[src/rtl/clk_mode_pkg.sv]
// constants, register map and types of the clock mode controller
// assumes a 32-bit wishbone slave, one word per register
package clk_mode_pkg;

    // ------------------------------------------------------------
    // register map
    // ------------------------------------------------------------
    localparam logic [7:0] OFS_SYSTEM_MODE_CONTROL     = 8'h00;
    localparam logic [7:0] OFS_SYSTEM_MODE_CONTROL_EXT = 8'h04;

    localparam logic [7:0] RST_SYSTEM_MODE_CONTROL     = 8'h03;
    localparam logic [7:0] RST_SYSTEM_MODE_CONTROL_EXT = 8'h00;

    // ------------------------------------------------------------
    // field positions, system_mode_control
    // ------------------------------------------------------------
    localparam int BIT_SYS_CLK_HIGH_SEL    = 0;
    localparam int BIT_IDLE_ON_HALT        = 1;
    localparam int BIT_HIGH_OSC_READY_FLAG = 2;
    localparam int BIT_LOW_OSC_READY_FLAG  = 3;
    localparam int BIT_FAST_WAKE_ENABLE    = 4;
    localparam int POS_CLK_DIVIDER_FIELD   = 5;
    localparam int WID_CLK_DIVIDER_FIELD   = 3;

    // ------------------------------------------------------------
    // field positions, system_mode_control_ext
    // ------------------------------------------------------------
    localparam int BIT_WDOG_CTRL_REG_RESET_FLAG = 0;
    localparam int BIT_VOLT_CTRL_REG_RESET_FLAG = 1;
    localparam int BIT_LOW_VOLT_RESET_FLAG      = 2;
    localparam int BIT_IDLE_SYSCLK_KEEP         = 7;

    // ------------------------------------------------------------
    // timing counts, in oscillator cycles
    // ------------------------------------------------------------
    localparam int HS_READY_CYCLES  = 1024;
    localparam int RC_WAKE_CYCLES   = 16;
    localparam int AUX_READY_CYCLES = 1024;

    // ------------------------------------------------------------
    // types
    // ------------------------------------------------------------
    typedef enum logic [2:0] {
        MODE_NORMAL,
        MODE_SLOW,
        MODE_IDLE0,
        MODE_IDLE1,
        MODE_SLEEP0,
        MODE_SLEEP1
    } op_mode_t;

    typedef enum {
        ST_RUN,
        ST_IDLE0,
        ST_IDLE1,
        ST_SLEEP1,
        ST_WAKE_WAIT,
        ST_WAKE_FAST
    } pm_state_t;

endpackage

[src/rtl/clk_sel_if.sv]
// carrier from the mode controller to the clock divider
// assumes both ends run on the same clk
`timescale 1ns/10ps
`default_nettype none

interface clk_sel_if;
    logic       hsTick;
    logic       auxTick;
    logic       selRun;
    logic       selAux;
    logic [2:0] selLog;
    logic       sysTick;

    modport ctrl (output hsTick, output auxTick, output selRun, output selAux,
                  output selLog, input sysTick);
    modport div  (input hsTick, input auxTick, input selRun, input selAux,
                  input selLog, output sysTick);
endinterface

`default_nettype wire

[src/rtl/osc_ready_timer.sv]
// counts ticks after a restart, ready at the target count
// assumes tick is a one-cycle pulse on clk, restart a level
`timescale 1ns/10ps
`default_nettype none

module osc_ready_timer #(
    parameter int CNT_W = 11
) (
    // clock and reset
    input  wire logic             clk,
    input  wire logic             rst,
    // count control
    input  wire logic             restart,
    input  wire logic             tick,
    input  wire logic [CNT_W-1:0] target,
    // status
    output logic                  ready
);
    logic [CNT_W-1:0] cnt_q;

    always_ff @(posedge clk) begin
        if (rst || restart) begin
            cnt_q <= '0;
            ready <= 1'b0;
        end else if (tick && !ready) begin
            cnt_q <= cnt_q + 1'b1;
            if (cnt_q + 1'b1 == target) begin
                ready <= 1'b1;
            end
        end
    end
endmodule // osc_ready_timer

`default_nettype wire

[src/rtl/sys_clk_divider.sv]
// divides the selected source into system ticks
// assumes source ticks are one-cycle pulses on clk
`timescale 1ns/10ps
`default_nettype none

module sys_clk_divider (
    // clock and reset
    input  wire logic clk,
    input  wire logic rst,
    // selection and output
    clk_sel_if.div    sel
);
    logic       actAux_q;
    logic [2:0] actLog_q;
    logic [5:0] cnt_q;
    logic       srcTick;

    assign srcTick = actAux_q ? sel.auxTick : sel.hsTick;

    // selection loads while stopped or at a period end of the old source,
    // and the count restarts, so no runt period
    always_ff @(posedge clk) begin
        if (rst) begin
            actAux_q    <= 1'b0;
            actLog_q    <= 3'h0;
            cnt_q       <= 6'h00;
            sel.sysTick <= 1'b0;
        end else if (!sel.selRun) begin
            actAux_q    <= sel.selAux;
            actLog_q    <= sel.selLog;
            cnt_q       <= 6'h00;
            sel.sysTick <= 1'b0;
        end else if (srcTick) begin
            if (cnt_q == 6'((7'h01 << actLog_q) - 7'h01)) begin
                cnt_q       <= 6'h00;
                sel.sysTick <= 1'b1;
                actAux_q    <= sel.selAux;
                actLog_q    <= sel.selLog;
            end else begin
                cnt_q       <= cnt_q + 6'h01;
                sel.sysTick <= 1'b0;
            end
        end else begin
            sel.sysTick <= 1'b0;
        end
    end
endmodule // sys_clk_divider

`default_nettype wire

[src/rtl/system_clock_power_mode_ctrl.sv]
// system clock selection and power mode control, wishbone register slave
// assumes pins far slower than clk; halt and wake on clk
//
// Behaviour
// - high-speed source fixed by static configuration strap
// - aux clock feeds time base, watchdog, wake
// - select bit 1 gives undivided high-speed clock
// - divider 000/001 aux, else high/64 down to /2
// - normal mode divides high-speed clock by 1..64
// - switching to aux stops the high-speed oscillator
// - slow mode runs aux with high-speed off, except in fast wake, where high-speed runs
// - six modes with their clock on/off pattern
// - halt goes idle or sleep by idle_on_halt
// - sleep0 never entered; sleep means sleep1
// - sleep1 stops CPU, aux keeps running
// - idle0 stops CPU and system oscillator
// - idle1 stops CPU, system clock keeps peripherals
// - fast wake switches to high-speed after 1024
// - RC wake takes 16 cycles, fast wake ignored
//
// The Wishbone interface to the registers and the placing of the registers were chosen for this implementation.
`timescale 1ns/10ps
`default_nettype none

module system_clock_power_mode_ctrl #(
    parameter int ADDR_W = 8
) (
    // clock and reset
    input  wire logic              clk,
    input  wire logic              rst,
    // wishbone slave
    input  wire logic              wb_cyc_i,
    input  wire logic              wb_stb_i,
    input  wire logic              wb_we_i,
    input  wire logic [ADDR_W-1:0] wb_adr_i,
    input  wire logic [3:0]        wb_sel_i,
    input  wire logic [31:0]       wb_dat_i,
    output logic      [31:0]       wb_dat_o,
    output logic                   wb_ack_o,
    // oscillator pins and configuration strap
    input  wire logic              hsOscPin,
    input  wire logic              auxOscPin,
    input  wire logic              cfgHsSrcRc,
    // cpu core
    input  wire logic              haltReq,
    input  wire logic              wakeReq,
    // reset cause events
    input  wire logic              lowVoltEvent,
    input  wire logic              voltCtrlBadEvent,
    input  wire logic              wdogCtrlEvent,
    // clocks and status out
    output logic                   cpuClkEn_q,
    output logic                   periphClkEn_q,
    output logic                   auxClkEn_q,
    output logic                   hsOscRun_q,
    output clk_mode_pkg::op_mode_t mode_q
);
    // ------------------------------------------------------------
    // declarations
    // ------------------------------------------------------------
    clk_sel_if             selBus ();
    clk_mode_pkg::pm_state_t state_q;

    logic [2:0] hsSync_q;
    logic [2:0] auxSync_q;
    logic       hsSrcRc_q;
    logic       sysClkHighSel_q;
    logic       idleOnHalt_q;
    logic       fastWakeEnable_q;
    logic [2:0] clkDividerField_q;
    logic       idleSysclkKeep_q;
    logic       lowVoltResetFlag_q;
    logic       voltCtrlRegResetFlag_q;
    logic       wdogCtrlRegResetFlag_q;
    logic       hsReady;
    logic       auxReady;
    logic [10:0] hsTarget;
    logic       cfgAux;
    logic       hsTick;
    logic       auxTick;
    logic       wbReq;
    logic       wrCtl;
    logic       wrExt;
    logic [7:0] ctlRead;
    logic [7:0] extRead;

    // ------------------------------------------------------------
    // helpers
    // ------------------------------------------------------------
    // divider code 010..111 maps to 2^6..2^1
    function automatic logic [2:0] div_log(input logic [2:0] code);
        return 3'(4'h8 - {1'b0, code});
    endfunction

    function automatic logic is_aux_code(input logic [2:0] code);
        return code[2:1] == 2'h0;
    endfunction

    // ------------------------------------------------------------
    // pin synchronisers and tick extraction
    // ------------------------------------------------------------
    always_ff @(posedge clk) begin
        if (rst) begin
            hsSync_q  <= 3'h0;
            auxSync_q <= 3'h0;
        end else begin
            hsSync_q  <= {hsSync_q[1:0], hsOscPin};
            auxSync_q <= {auxSync_q[1:0], auxOscPin};
        end
    end

    // a stopped oscillator gives no ticks
    assign hsTick  = hsOscRun_q && hsSync_q[1] && !hsSync_q[2];
    assign auxTick = auxSync_q[1] && !auxSync_q[2];

    // strap sampled during reset, then frozen
    always_ff @(posedge clk) begin
        if (rst) begin
            hsSrcRc_q <= cfgHsSrcRc;
        end
    end

    // ------------------------------------------------------------
    // wishbone slave
    // ------------------------------------------------------------
    assign wbReq = wb_cyc_i && wb_stb_i;
    assign wrCtl = wbReq && wb_we_i && wb_ack_o && wb_sel_i[0]
                   && wb_adr_i == ADDR_W'(clk_mode_pkg::OFS_SYSTEM_MODE_CONTROL);
    assign wrExt = wbReq && wb_we_i && wb_ack_o && wb_sel_i[0]
                   && wb_adr_i == ADDR_W'(clk_mode_pkg::OFS_SYSTEM_MODE_CONTROL_EXT);

    always_comb begin
        ctlRead = 8'h00;
        ctlRead[clk_mode_pkg::POS_CLK_DIVIDER_FIELD +: clk_mode_pkg::WID_CLK_DIVIDER_FIELD]
            = clkDividerField_q;
        ctlRead[clk_mode_pkg::BIT_FAST_WAKE_ENABLE]    = fastWakeEnable_q;
        ctlRead[clk_mode_pkg::BIT_LOW_OSC_READY_FLAG]  = auxReady;
        ctlRead[clk_mode_pkg::BIT_HIGH_OSC_READY_FLAG] = hsReady;
        ctlRead[clk_mode_pkg::BIT_IDLE_ON_HALT]        = idleOnHalt_q;
        ctlRead[clk_mode_pkg::BIT_SYS_CLK_HIGH_SEL]    = sysClkHighSel_q;
        extRead = 8'h00;
        extRead[clk_mode_pkg::BIT_IDLE_SYSCLK_KEEP]         = idleSysclkKeep_q;
        extRead[clk_mode_pkg::BIT_LOW_VOLT_RESET_FLAG]      = lowVoltResetFlag_q;
        extRead[clk_mode_pkg::BIT_VOLT_CTRL_REG_RESET_FLAG] = voltCtrlRegResetFlag_q;
        extRead[clk_mode_pkg::BIT_WDOG_CTRL_REG_RESET_FLAG] = wdogCtrlRegResetFlag_q;
    end

    // one wait state; ack lasts one cycle
    always_ff @(posedge clk) begin
        if (rst) begin
            wb_ack_o <= 1'b0;
            wb_dat_o <= 32'h0000_0000;
        end else begin
            wb_ack_o <= wbReq && !wb_ack_o;
            if (wbReq && !wb_ack_o) begin
                if (wb_adr_i == ADDR_W'(clk_mode_pkg::OFS_SYSTEM_MODE_CONTROL)) begin
                    wb_dat_o <= {24'h00_0000, ctlRead};
                end else if (wb_adr_i == ADDR_W'(clk_mode_pkg::OFS_SYSTEM_MODE_CONTROL_EXT)) begin
                    wb_dat_o <= {24'h00_0000, extRead};
                end else begin
                    wb_dat_o <= 32'h0000_0000;
                end
            end
        end
    end

    // ------------------------------------------------------------
    // control registers
    // ------------------------------------------------------------
    always_ff @(posedge clk) begin
        if (rst) begin
            clkDividerField_q <= clk_mode_pkg::RST_SYSTEM_MODE_CONTROL[
                clk_mode_pkg::POS_CLK_DIVIDER_FIELD +: clk_mode_pkg::WID_CLK_DIVIDER_FIELD];
            fastWakeEnable_q  <= clk_mode_pkg::RST_SYSTEM_MODE_CONTROL[
                clk_mode_pkg::BIT_FAST_WAKE_ENABLE];
            idleOnHalt_q      <= clk_mode_pkg::RST_SYSTEM_MODE_CONTROL[
                clk_mode_pkg::BIT_IDLE_ON_HALT];
            sysClkHighSel_q   <= clk_mode_pkg::RST_SYSTEM_MODE_CONTROL[
                clk_mode_pkg::BIT_SYS_CLK_HIGH_SEL];
            idleSysclkKeep_q  <= clk_mode_pkg::RST_SYSTEM_MODE_CONTROL_EXT[
                clk_mode_pkg::BIT_IDLE_SYSCLK_KEEP];
        end else begin
            if (wrCtl) begin
                clkDividerField_q <= wb_dat_i[
                    clk_mode_pkg::POS_CLK_DIVIDER_FIELD +: clk_mode_pkg::WID_CLK_DIVIDER_FIELD];
                fastWakeEnable_q  <= wb_dat_i[clk_mode_pkg::BIT_FAST_WAKE_ENABLE];
                idleOnHalt_q      <= wb_dat_i[clk_mode_pkg::BIT_IDLE_ON_HALT];
                sysClkHighSel_q   <= wb_dat_i[clk_mode_pkg::BIT_SYS_CLK_HIGH_SEL];
            end
            if (wrExt) begin
                idleSysclkKeep_q <= wb_dat_i[clk_mode_pkg::BIT_IDLE_SYSCLK_KEEP];
            end
        end
    end

    // reset cause flags: software clears, a same-cycle event wins
    always_ff @(posedge clk) begin
        if (rst) begin
            lowVoltResetFlag_q     <= clk_mode_pkg::RST_SYSTEM_MODE_CONTROL_EXT[
                clk_mode_pkg::BIT_LOW_VOLT_RESET_FLAG];
            voltCtrlRegResetFlag_q <= clk_mode_pkg::RST_SYSTEM_MODE_CONTROL_EXT[
                clk_mode_pkg::BIT_VOLT_CTRL_REG_RESET_FLAG];
            wdogCtrlRegResetFlag_q <= clk_mode_pkg::RST_SYSTEM_MODE_CONTROL_EXT[
                clk_mode_pkg::BIT_WDOG_CTRL_REG_RESET_FLAG];
        end else begin
            if (lowVoltEvent) begin
                lowVoltResetFlag_q <= 1'b1;
            end else if (wrExt && !wb_dat_i[clk_mode_pkg::BIT_LOW_VOLT_RESET_FLAG]) begin
                lowVoltResetFlag_q <= 1'b0;
            end
            if (voltCtrlBadEvent) begin
                voltCtrlRegResetFlag_q <= 1'b1;
            end else if (wrExt && !wb_dat_i[clk_mode_pkg::BIT_VOLT_CTRL_REG_RESET_FLAG]) begin
                voltCtrlRegResetFlag_q <= 1'b0;
            end
            if (wdogCtrlEvent) begin
                wdogCtrlRegResetFlag_q <= 1'b1;
            end else if (wrExt && !wb_dat_i[clk_mode_pkg::BIT_WDOG_CTRL_REG_RESET_FLAG]) begin
                wdogCtrlRegResetFlag_q <= 1'b0;
            end
        end
    end

    // ------------------------------------------------------------
    // power mode state machine
    // ------------------------------------------------------------
    assign cfgAux = !sysClkHighSel_q && is_aux_code(clkDividerField_q);

    always_ff @(posedge clk) begin
        if (rst) begin
            state_q <= clk_mode_pkg::ST_RUN;
        end else begin
            case (state_q)
                clk_mode_pkg::ST_RUN: begin
                    if (haltReq) begin
                        if (!idleOnHalt_q) begin
                            state_q <= clk_mode_pkg::ST_SLEEP1;
                        end else if (idleSysclkKeep_q) begin
                            state_q <= clk_mode_pkg::ST_IDLE1;
                        end else begin
                            state_q <= clk_mode_pkg::ST_IDLE0;
                        end
                    end
                end
                clk_mode_pkg::ST_IDLE1: begin
                    if (wakeReq) begin
                        state_q <= clk_mode_pkg::ST_RUN;
                    end
                end
                clk_mode_pkg::ST_IDLE0, clk_mode_pkg::ST_SLEEP1: begin
                    if (wakeReq) begin
                        if (cfgAux) begin
                            state_q <= clk_mode_pkg::ST_RUN;
                        end else if (fastWakeEnable_q && !hsSrcRc_q) begin
                            state_q <= clk_mode_pkg::ST_WAKE_FAST;
                        end else begin
                            state_q <= clk_mode_pkg::ST_WAKE_WAIT;
                        end
                    end
                end
                clk_mode_pkg::ST_WAKE_WAIT, clk_mode_pkg::ST_WAKE_FAST: begin
                    if (hsReady) begin
                        state_q <= clk_mode_pkg::ST_RUN;
                    end
                end
                default: begin
                    state_q <= clk_mode_pkg::ST_RUN;
                end
            endcase
        end
    end

    // ------------------------------------------------------------
    // oscillator readiness
    // ------------------------------------------------------------
    // RC restarts in 16 of its cycles, the crystal in 1024
    assign hsTarget = hsSrcRc_q ? 11'(clk_mode_pkg::RC_WAKE_CYCLES)
                                : 11'(clk_mode_pkg::HS_READY_CYCLES);

    osc_ready_timer #(.CNT_W(11)) hsTimer (
        .clk     (clk),
        .rst     (rst),
        .restart (!hsOscRun_q),
        .tick    (hsTick),
        .target  (hsTarget),
        .ready   (hsReady)
    );

    // aux never stops, so its flag waits only after power-on
    osc_ready_timer #(.CNT_W(11)) auxTimer (
        .clk     (clk),
        .rst     (rst),
        .restart (1'b0),
        .tick    (auxTick),
        .target  (11'(clk_mode_pkg::AUX_READY_CYCLES)),
        .ready   (auxReady)
    );

    // ------------------------------------------------------------
    // system clock selection
    // ------------------------------------------------------------
    assign selBus.hsTick  = hsTick;
    assign selBus.auxTick = auxTick;
    assign selBus.selRun  = state_q == clk_mode_pkg::ST_RUN
                            || state_q == clk_mode_pkg::ST_IDLE1
                            || state_q == clk_mode_pkg::ST_WAKE_FAST;
    assign selBus.selAux  = cfgAux || state_q == clk_mode_pkg::ST_WAKE_FAST;
    assign selBus.selLog  = sysClkHighSel_q ? 3'h0
                                            : div_log(clkDividerField_q);

    sys_clk_divider divider (
        .clk (clk),
        .rst (rst),
        .sel (selBus.div)
    );

    // ------------------------------------------------------------
    // clock enables, oscillator run and mode report
    // ------------------------------------------------------------
    always_ff @(posedge clk) begin
        if (rst) begin
            cpuClkEn_q    <= 1'b0;
            periphClkEn_q <= 1'b0;
            auxClkEn_q    <= 1'b0;
        end else begin
            cpuClkEn_q    <= selBus.sysTick && (state_q == clk_mode_pkg::ST_RUN
                             || state_q == clk_mode_pkg::ST_WAKE_FAST);
            periphClkEn_q <= selBus.sysTick && (state_q == clk_mode_pkg::ST_RUN
                             || state_q == clk_mode_pkg::ST_WAKE_FAST
                             || state_q == clk_mode_pkg::ST_IDLE1);
            auxClkEn_q    <= auxTick;
        end
    end

    // hs oscillator off while unused
    always_ff @(posedge clk) begin
        if (rst) begin
            hsOscRun_q <= 1'b1;
        end else begin
            case (state_q)
                clk_mode_pkg::ST_RUN, clk_mode_pkg::ST_IDLE1: begin
                    hsOscRun_q <= !cfgAux;
                end
                clk_mode_pkg::ST_WAKE_WAIT, clk_mode_pkg::ST_WAKE_FAST: begin
                    hsOscRun_q <= 1'b1;
                end
                default: begin
                    hsOscRun_q <= 1'b0;
                end
            endcase
        end
    end

    always_ff @(posedge clk) begin
        if (rst) begin
            mode_q <= clk_mode_pkg::MODE_NORMAL;
        end else begin
            case (state_q)
                clk_mode_pkg::ST_IDLE0:  mode_q <= clk_mode_pkg::MODE_IDLE0;
                clk_mode_pkg::ST_IDLE1:  mode_q <= clk_mode_pkg::MODE_IDLE1;
                clk_mode_pkg::ST_SLEEP1: mode_q <= clk_mode_pkg::MODE_SLEEP1;
                clk_mode_pkg::ST_WAKE_FAST: mode_q <= clk_mode_pkg::MODE_SLOW;
                default: begin
                    mode_q <= cfgAux ? clk_mode_pkg::MODE_SLOW : clk_mode_pkg::MODE_NORMAL;
                end
            endcase
        end
    end
endmodule // system_clock_power_mode_ctrl

`default_nettype wire
[config.mk]
export PLATFORM = sky130hd
export DESIGN_NAME = system_clock_power_mode_ctrl
export DESIGN_NICKNAME = d
export VERILOG_FILES = /design/src/rtl/clk_mode_pkg.sv /design/src/rtl/clk_sel_if.sv /design/src/rtl/osc_ready_timer.sv /design/src/rtl/sys_clk_divider.sv /design/src/rtl/system_clock_power_mode_ctrl.sv
export SDC_FILE = /design/constraint.sdc
export NUM_CORES = 1
export LEC_CHECK = 0
export BUFFER_PORTS_ARGS = -buffer_cell sky130_fd_sc_hd__buf_2
export CORE_MARGIN = 2
export CORE_UTILIZATION = 55
export DETAILED_ROUTE_END_ITERATION = 8
export MAX_ROUTING_LAYER = met4
export PLACE_DENSITY = 0.81
export REMOVE_ABC_BUFFERS = 1
export SLEW_MARGIN = 20
export SYNTH_ARGS = -nofsm -noshare
export SYNTH_HDL_FRONTEND = slang
export SYNTH_HIERARCHICAL = 1
export SYNTH_SLANG_ARGS = --single-unit
[constraint.sdc]
create_clock -name clk -period 5.35 [get_ports clk]
set_input_delay 0.2675 -clock clk [delete_from_list [all_inputs] [get_ports clk]]
set_output_delay 0.2675 -clock clk [all_outputs]
set_load 0.005 [all_outputs]
* Yosys cells after proc, flatten, opt, wreduce, memory -nomap -nowiden *
Index checks and enable logic that the tools add are counted.

word-level totals
  register bits after elaboration = 124

operators by class
  equality and inequality tests = 17
  bitwise operators = 2
  muxes and demuxes = 31
  $add $sub $neg = 5
  reductions and logical operators = 53
  shift-type cells = 1

operators by type and width
  operator                                                           number
  32-bit two-way mux                                                 4
  32-bit one-hot mux with 4 select lines                             1
  32-bit by 3-bit == test with 1-bit output (second input constant)  3
  32-bit by 2-bit == test with 1-bit output (second input constant)  2
  32-bit logical NOT                                                 2
  32-bit by 1-bit == test with 1-bit output (second input constant)  1
  32-bit by 4-bit == test with 1-bit output (second input constant)  1
  11-bit by 1-bit adder with 11-bit output (second input constant)   2
  1-bit logical AND                                                  19
  8-bit two-way mux                                                  2
  3-bit two-way mux                                                  5
  1-bit two-way mux                                                  13
  1-bit logical NOT                                                  12
  3-bit one-hot mux with 4 select lines                              1
  11-bit == test                                                     1
  11-bit == test (second input constant)                             1
  11-bit two-way mux                                                 1
  2-bit inequality test (second input constant)                      5
  8-bit by 3-bit == test with 1-bit output (second input constant)   1
  8-bit logical NOT                                                  1
  2-bit OR reduction                                                 4
  6-bit by 1-bit adder with 6-bit output (second input constant)     1
  6-bit == test                                                      1
  1-bit logical OR                                                   6
  other kinds (13)                                                   19

* Longest topological paths before layout *
  depth after elaboration = 8
  gate-level depth with buffers = 8

* Cells and area by module *
Netlist, hierarchy kept.

modules (own cells, without submodules)
  module                        cells an instance  area an instance (um^2)  times used
  osc_ready_timer               119                965.9                    2
  system_clock_power_mode_ctrl  195                1745.4                   1
  sys_clk_divider               62                 575.6                    1

* Worst setup path before layout *
No wires, ideal clock.

  kind = reg2reg
  from = register hsOscRun_q
  to = register hsTimer.ready
  library setup time = 0.088 ns
  setup slack = 3.563 ns
  clock period less this slack = 1.787 ns
  cell stages (with the launch flop) = 9
  arrival time = 1.699 ns
  cells stage by stage = dfxtp_1 nand2_1 nor2_1 nor2b_1 clkbuf_1 nand4_1 a2111oi_4 a31oi_1 a311oi_2

between the ends
  cells in the longest elaborated chain, start to end = 4
  elaborated cells on any way between the ends = 6

ends and longest elaborated chain
  element                               RTL line                             text
  start: declaration                    system_clock_power_mode_ctrl.sv:55   output logic hsOscRun_q,
  start signal: assignment              system_clock_power_mode_ctrl.sv:342  hsOscRun_q <= !cfgAux;
  1-bit logical AND (2 in a row)        system_clock_power_mode_ctrl.sv:113  assign hsTick = hsOscRun_q && hsSync_q[1] && !hsSync_q[2];
  named net hsTick                      system_clock_power_mode_ctrl.sv:79   logic hsTick;
  1-bit logical AND                     osc_ready_timer.sv:25                end else if (tick && !ready) begin
  2-bit AND reduction (no source line)  --
  end signal: assignment                osc_ready_timer.sv:24                ready <= 1'b0;
  end signal: assignment                osc_ready_timer.sv:28                ready <= 1'b1;
  end: declaration                      osc_ready_timer.sv:17                output logic ready

The timed path passes the listed nets, and every way through them passes these cells.
A chain may end at the register's enable or synchronous reset.

* Worst setup path after layout *
  from = register auxSync_q[1]
  to = register auxTimer.ready

between the ends
  cells in the longest elaborated chain, start to end = 3

ends and longest elaborated chain
  element                               RTL line                             text
  start: declaration                    system_clock_power_mode_ctrl.sv:65   logic [2:0] auxSync_q;
  start signal: assignment              system_clock_power_mode_ctrl.sv:108  auxSync_q <= {auxSync_q[1:0], auxOscPin};
  1-bit logical AND                     system_clock_power_mode_ctrl.sv:114  assign auxTick = auxSync_q[1] && !auxSync_q[2];
  named net auxTick                     system_clock_power_mode_ctrl.sv:80   logic auxTick;
  1-bit logical AND                     osc_ready_timer.sv:25
  2-bit AND reduction (no source line)  --
  end signal: assignment                osc_ready_timer.sv:24
  end signal: assignment                osc_ready_timer.sv:28
  end: declaration                      osc_ready_timer.sv:17

The timed path passes the listed nets, and every way through them passes these cells.

==> metrics.md <==
| Metric | Value |
|---|---|
| Fin crit share | `0.429` |
| Arrival time worst endpoint | `around 2.6 ns` |
| Pin count of the biggest net entering global routing | `44` |
| Sequential area share after synthesis | `0.337` |
| Setup TNS | `0 ns` |
| Initial DRC Count | `141` |
| Crit Path Max Fanout | `9` |
| Kind of critical path | `flip-flop to flip-flop` |
| Worst setup EP type | `flip-flop` |
| Count of cell types in the netlist | `62` |
| Initial Util | `0.559` |
| Mapped Area | `around 4300 um^2` |
| Finished Layout Cells | `671` |
| CP max-delay cell | `nor2b_1` |
| Final setup viols | `0` |
| CTS max path bufs | `2` |
| Min-delay worst type | `primary input to flip-flop` |
| CTS Hold Bufs | `0` |
| Most used cell, CP | `nor2b_1` |
| Via count | `3511` |
| Yosys reg bits | `just over 70` |
| FMAX | `between 400 and 500 MHz` |
| Grt ovf | `0` |
| Remaining antenna violation count | `0` |
| Pre-antenna DRT Iters | `5` |
| Clock skew | `0.0102 ns` |
| Most common cell after layout, fill and taps aside | `dfxtp_1` |
| HPWL after DPL | `~6200 um` |
| Global-route usage over all layers | `0.215` |
| Cell row count | `32` |
| Max_cap viols | `0` |
| Clk sink count | `71` |
| Synth top area share | `0.330` |
| Max-slew violations | `0` |
| Final estimated routing congestion in global placement | `0.908` |
| Initial antenna violation count | `0` |
| Cell accounting for the most synthesized area | `dfxtp_1` |
| Fin Hold WS | `roughly 0.099 ns` |
| IO buf count | `44` |
| Post-CTS setup buffer count | `0` |
| Crit start category | `flip-flop` |
| Outcome | `finished, final reports clean` |
| Resized Gates After CTS | `0` |
| Vias per cell | `5.23` |
| Hold violation count in the final report | `0` |
| Gate Count Post-Synth | `495` |
| Pwr dens | `252 nW/um^2` |
| Synth Warn # | `6` |
| Die height | `91.9 um` |
| Clock-pin transition on the worst setup and hold timing paths | `0.08 ns` |
| Final wirelength | `8470 um` |
| Core area | `roughly 7600 um^2` |
| Slew margin rel. | `0.503` |
| Post-synth EDFFs | `1` |
| Peak supply drop | `roughly 0.00014 V` |
| Filler cell count | `649` |
| Synth Area per Inst | `8.59 um^2` |
| Ys flop type | `dfxtp_1` |
| Leakage | `1.83 nW` |
| CTS tree | `built` |
| Width of the die | `91.9 um` |
| Most frequent cells in the layout | `dfxtp_1, conb_1, nor2_1` |
| Worst-margin pin slew | `0.744 ns` |
| Post-detailed-route wirelength per cell | `12.6 um` |
| Overall power | `about 1.2 mW` |
| Max stage delay on crit path | `roughly 0.65 ns` |
| Nets | `approximately 630` |
| Cell Chain, Critical Path | `nor2b_1 -> nor2b_1 -> nand4_1 -> a2111oi_4 -> a31oi_1 -> a311oi_2` |
| Final Critical Period | `~2.3 ns` |
| Clock Latency Late Sink | `around 0.35 ns` |
| Worst EP required | `5.61 ns` |
| CTS Buf Count | `9` |
| Vias in the first global route | `3360` |
| CTS HTree Levels | `3` |
| Synth async-reset ratio | `0` |
| Residual DRC | `0` |
| RSZ-0062 raised after global routing | `false` |
| Area contributors post-synth | `dfxtp_1, xnor2_1, buf_4` |
| Root cell of the clock tree | `clkbuf_8` |
| Share of layout cells above drive strength 1 | `0.137` |
| Die ar. | `around 8500 um^2` |
| First-pass GRT wire length | `14700 um` |
| Io pins | `97` |
| Fin util | `0.617` |
| Placed cell count | `655` |
| Layout area overhead | `10.4%` |
| N_diodes | `0` |
-- cell usage after synthesis (all sizes together), types with 4 or more instances --
master / number
a2111oi: 6
a211oi: 5
a21oi: 19
a22oi: 4
a31oi: 5
and2: 4
and3: 4
buf: 40
clkbuf: 12
dfxtp: 70
ha: 4
inv: 14
mux2i: 20
nand2: 37
nand2b: 10
nand3: 16
nand4: 14
nor2: 49
nor2b: 15
nor3: 8
nor3b: 4
nor4: 8
o21ai: 20
or3: 12
xnor2: 28
xor2: 25
-- sequential cells by signal, summed over array words and instances (netlist names), 3 cells and up --
name / count
hsSync_q: 3
auxSync_q: 3
hsTimer/cnt_q: 11
clkDividerField_q: 3
divider/actLog_q: 3
mode_q: 3
divider/cnt_q: 6
auxTimer/cnt_q: 11
wb_dat_o: 8
state_q: 3
-- worst max-delay path, delay by kind of cell, from the launching register on --
kind               cells  cell delay (ns)
DFF                    1             0.33
and+or+nand+nor        3             1.18
AOI/OAI and AO/OA      3             0.71
-- power by group --
part,internal (mW),switching (mW)
clock network,0.218,0.207
registers,0.550,0.0248
logic,0.0764,0.106
-- per-stage QoR --
stage | instance area, um^2 | setup WS, ns
6_report | 4690 | 3.06
5_1_grt | 4690 | 2.85
4_1_cts | 4690 | 3.03
3_5_place_dp | 4500 | 3.06
3_3_place_gp | 4500 | 3.09
2_1_floorplan | 4150 | 3.49
-- area by class of cell --
type,instances,area [um^2],area share
timing repair buffer,44,220,0.0469
multi-input combinational,424,2660,0.568
clock inverter,6,70.1,0.0149
tap,102,128,0.0272
clock buffer,10,128,0.0272
inverter,14,52.6,0.0112
sequential,71,1430,0.305
-- kinds of logic (layout without fill, tap and decap cells) --
group,count (synthesis),in the layout,synth area share
and+or+nand+nor,198,198,0.261
adders and majority gates,4,4,0.0118
DFF,71,71,0.337
AOI/OAI and AO/OA,80,80,0.135
muxes,21,21,0.0497
buffers and inverters,66,74,0.0953
other,2,68,0.00177
xor gates and xnor gates,53,53,0.109
-- worst paths after layout --
check                from              to  slack [ns]  depth (start not counted)
max          auxSync_q[1]  auxTimer/ready        3.06                          6
min            cfgHsSrcRc       hsSrcRc_q         0.1                          1
max reg2reg  auxSync_q[1]  auxTimer/ready        3.06                          6
min reg2reg   wb_dat_o[5]     wb_dat_o[5]        0.45                          2
-- metal layers --
metal,track usage,share of wire,vias up
met1,0.256,0.45,1664
met4,0.0647,0.011,0
met5,-,0,-
met2,0.370,0.51,60
met3,0.0386,0.028,11
li1,-,-,1776
Note: power is estimated with default switching activity, not from simulation.
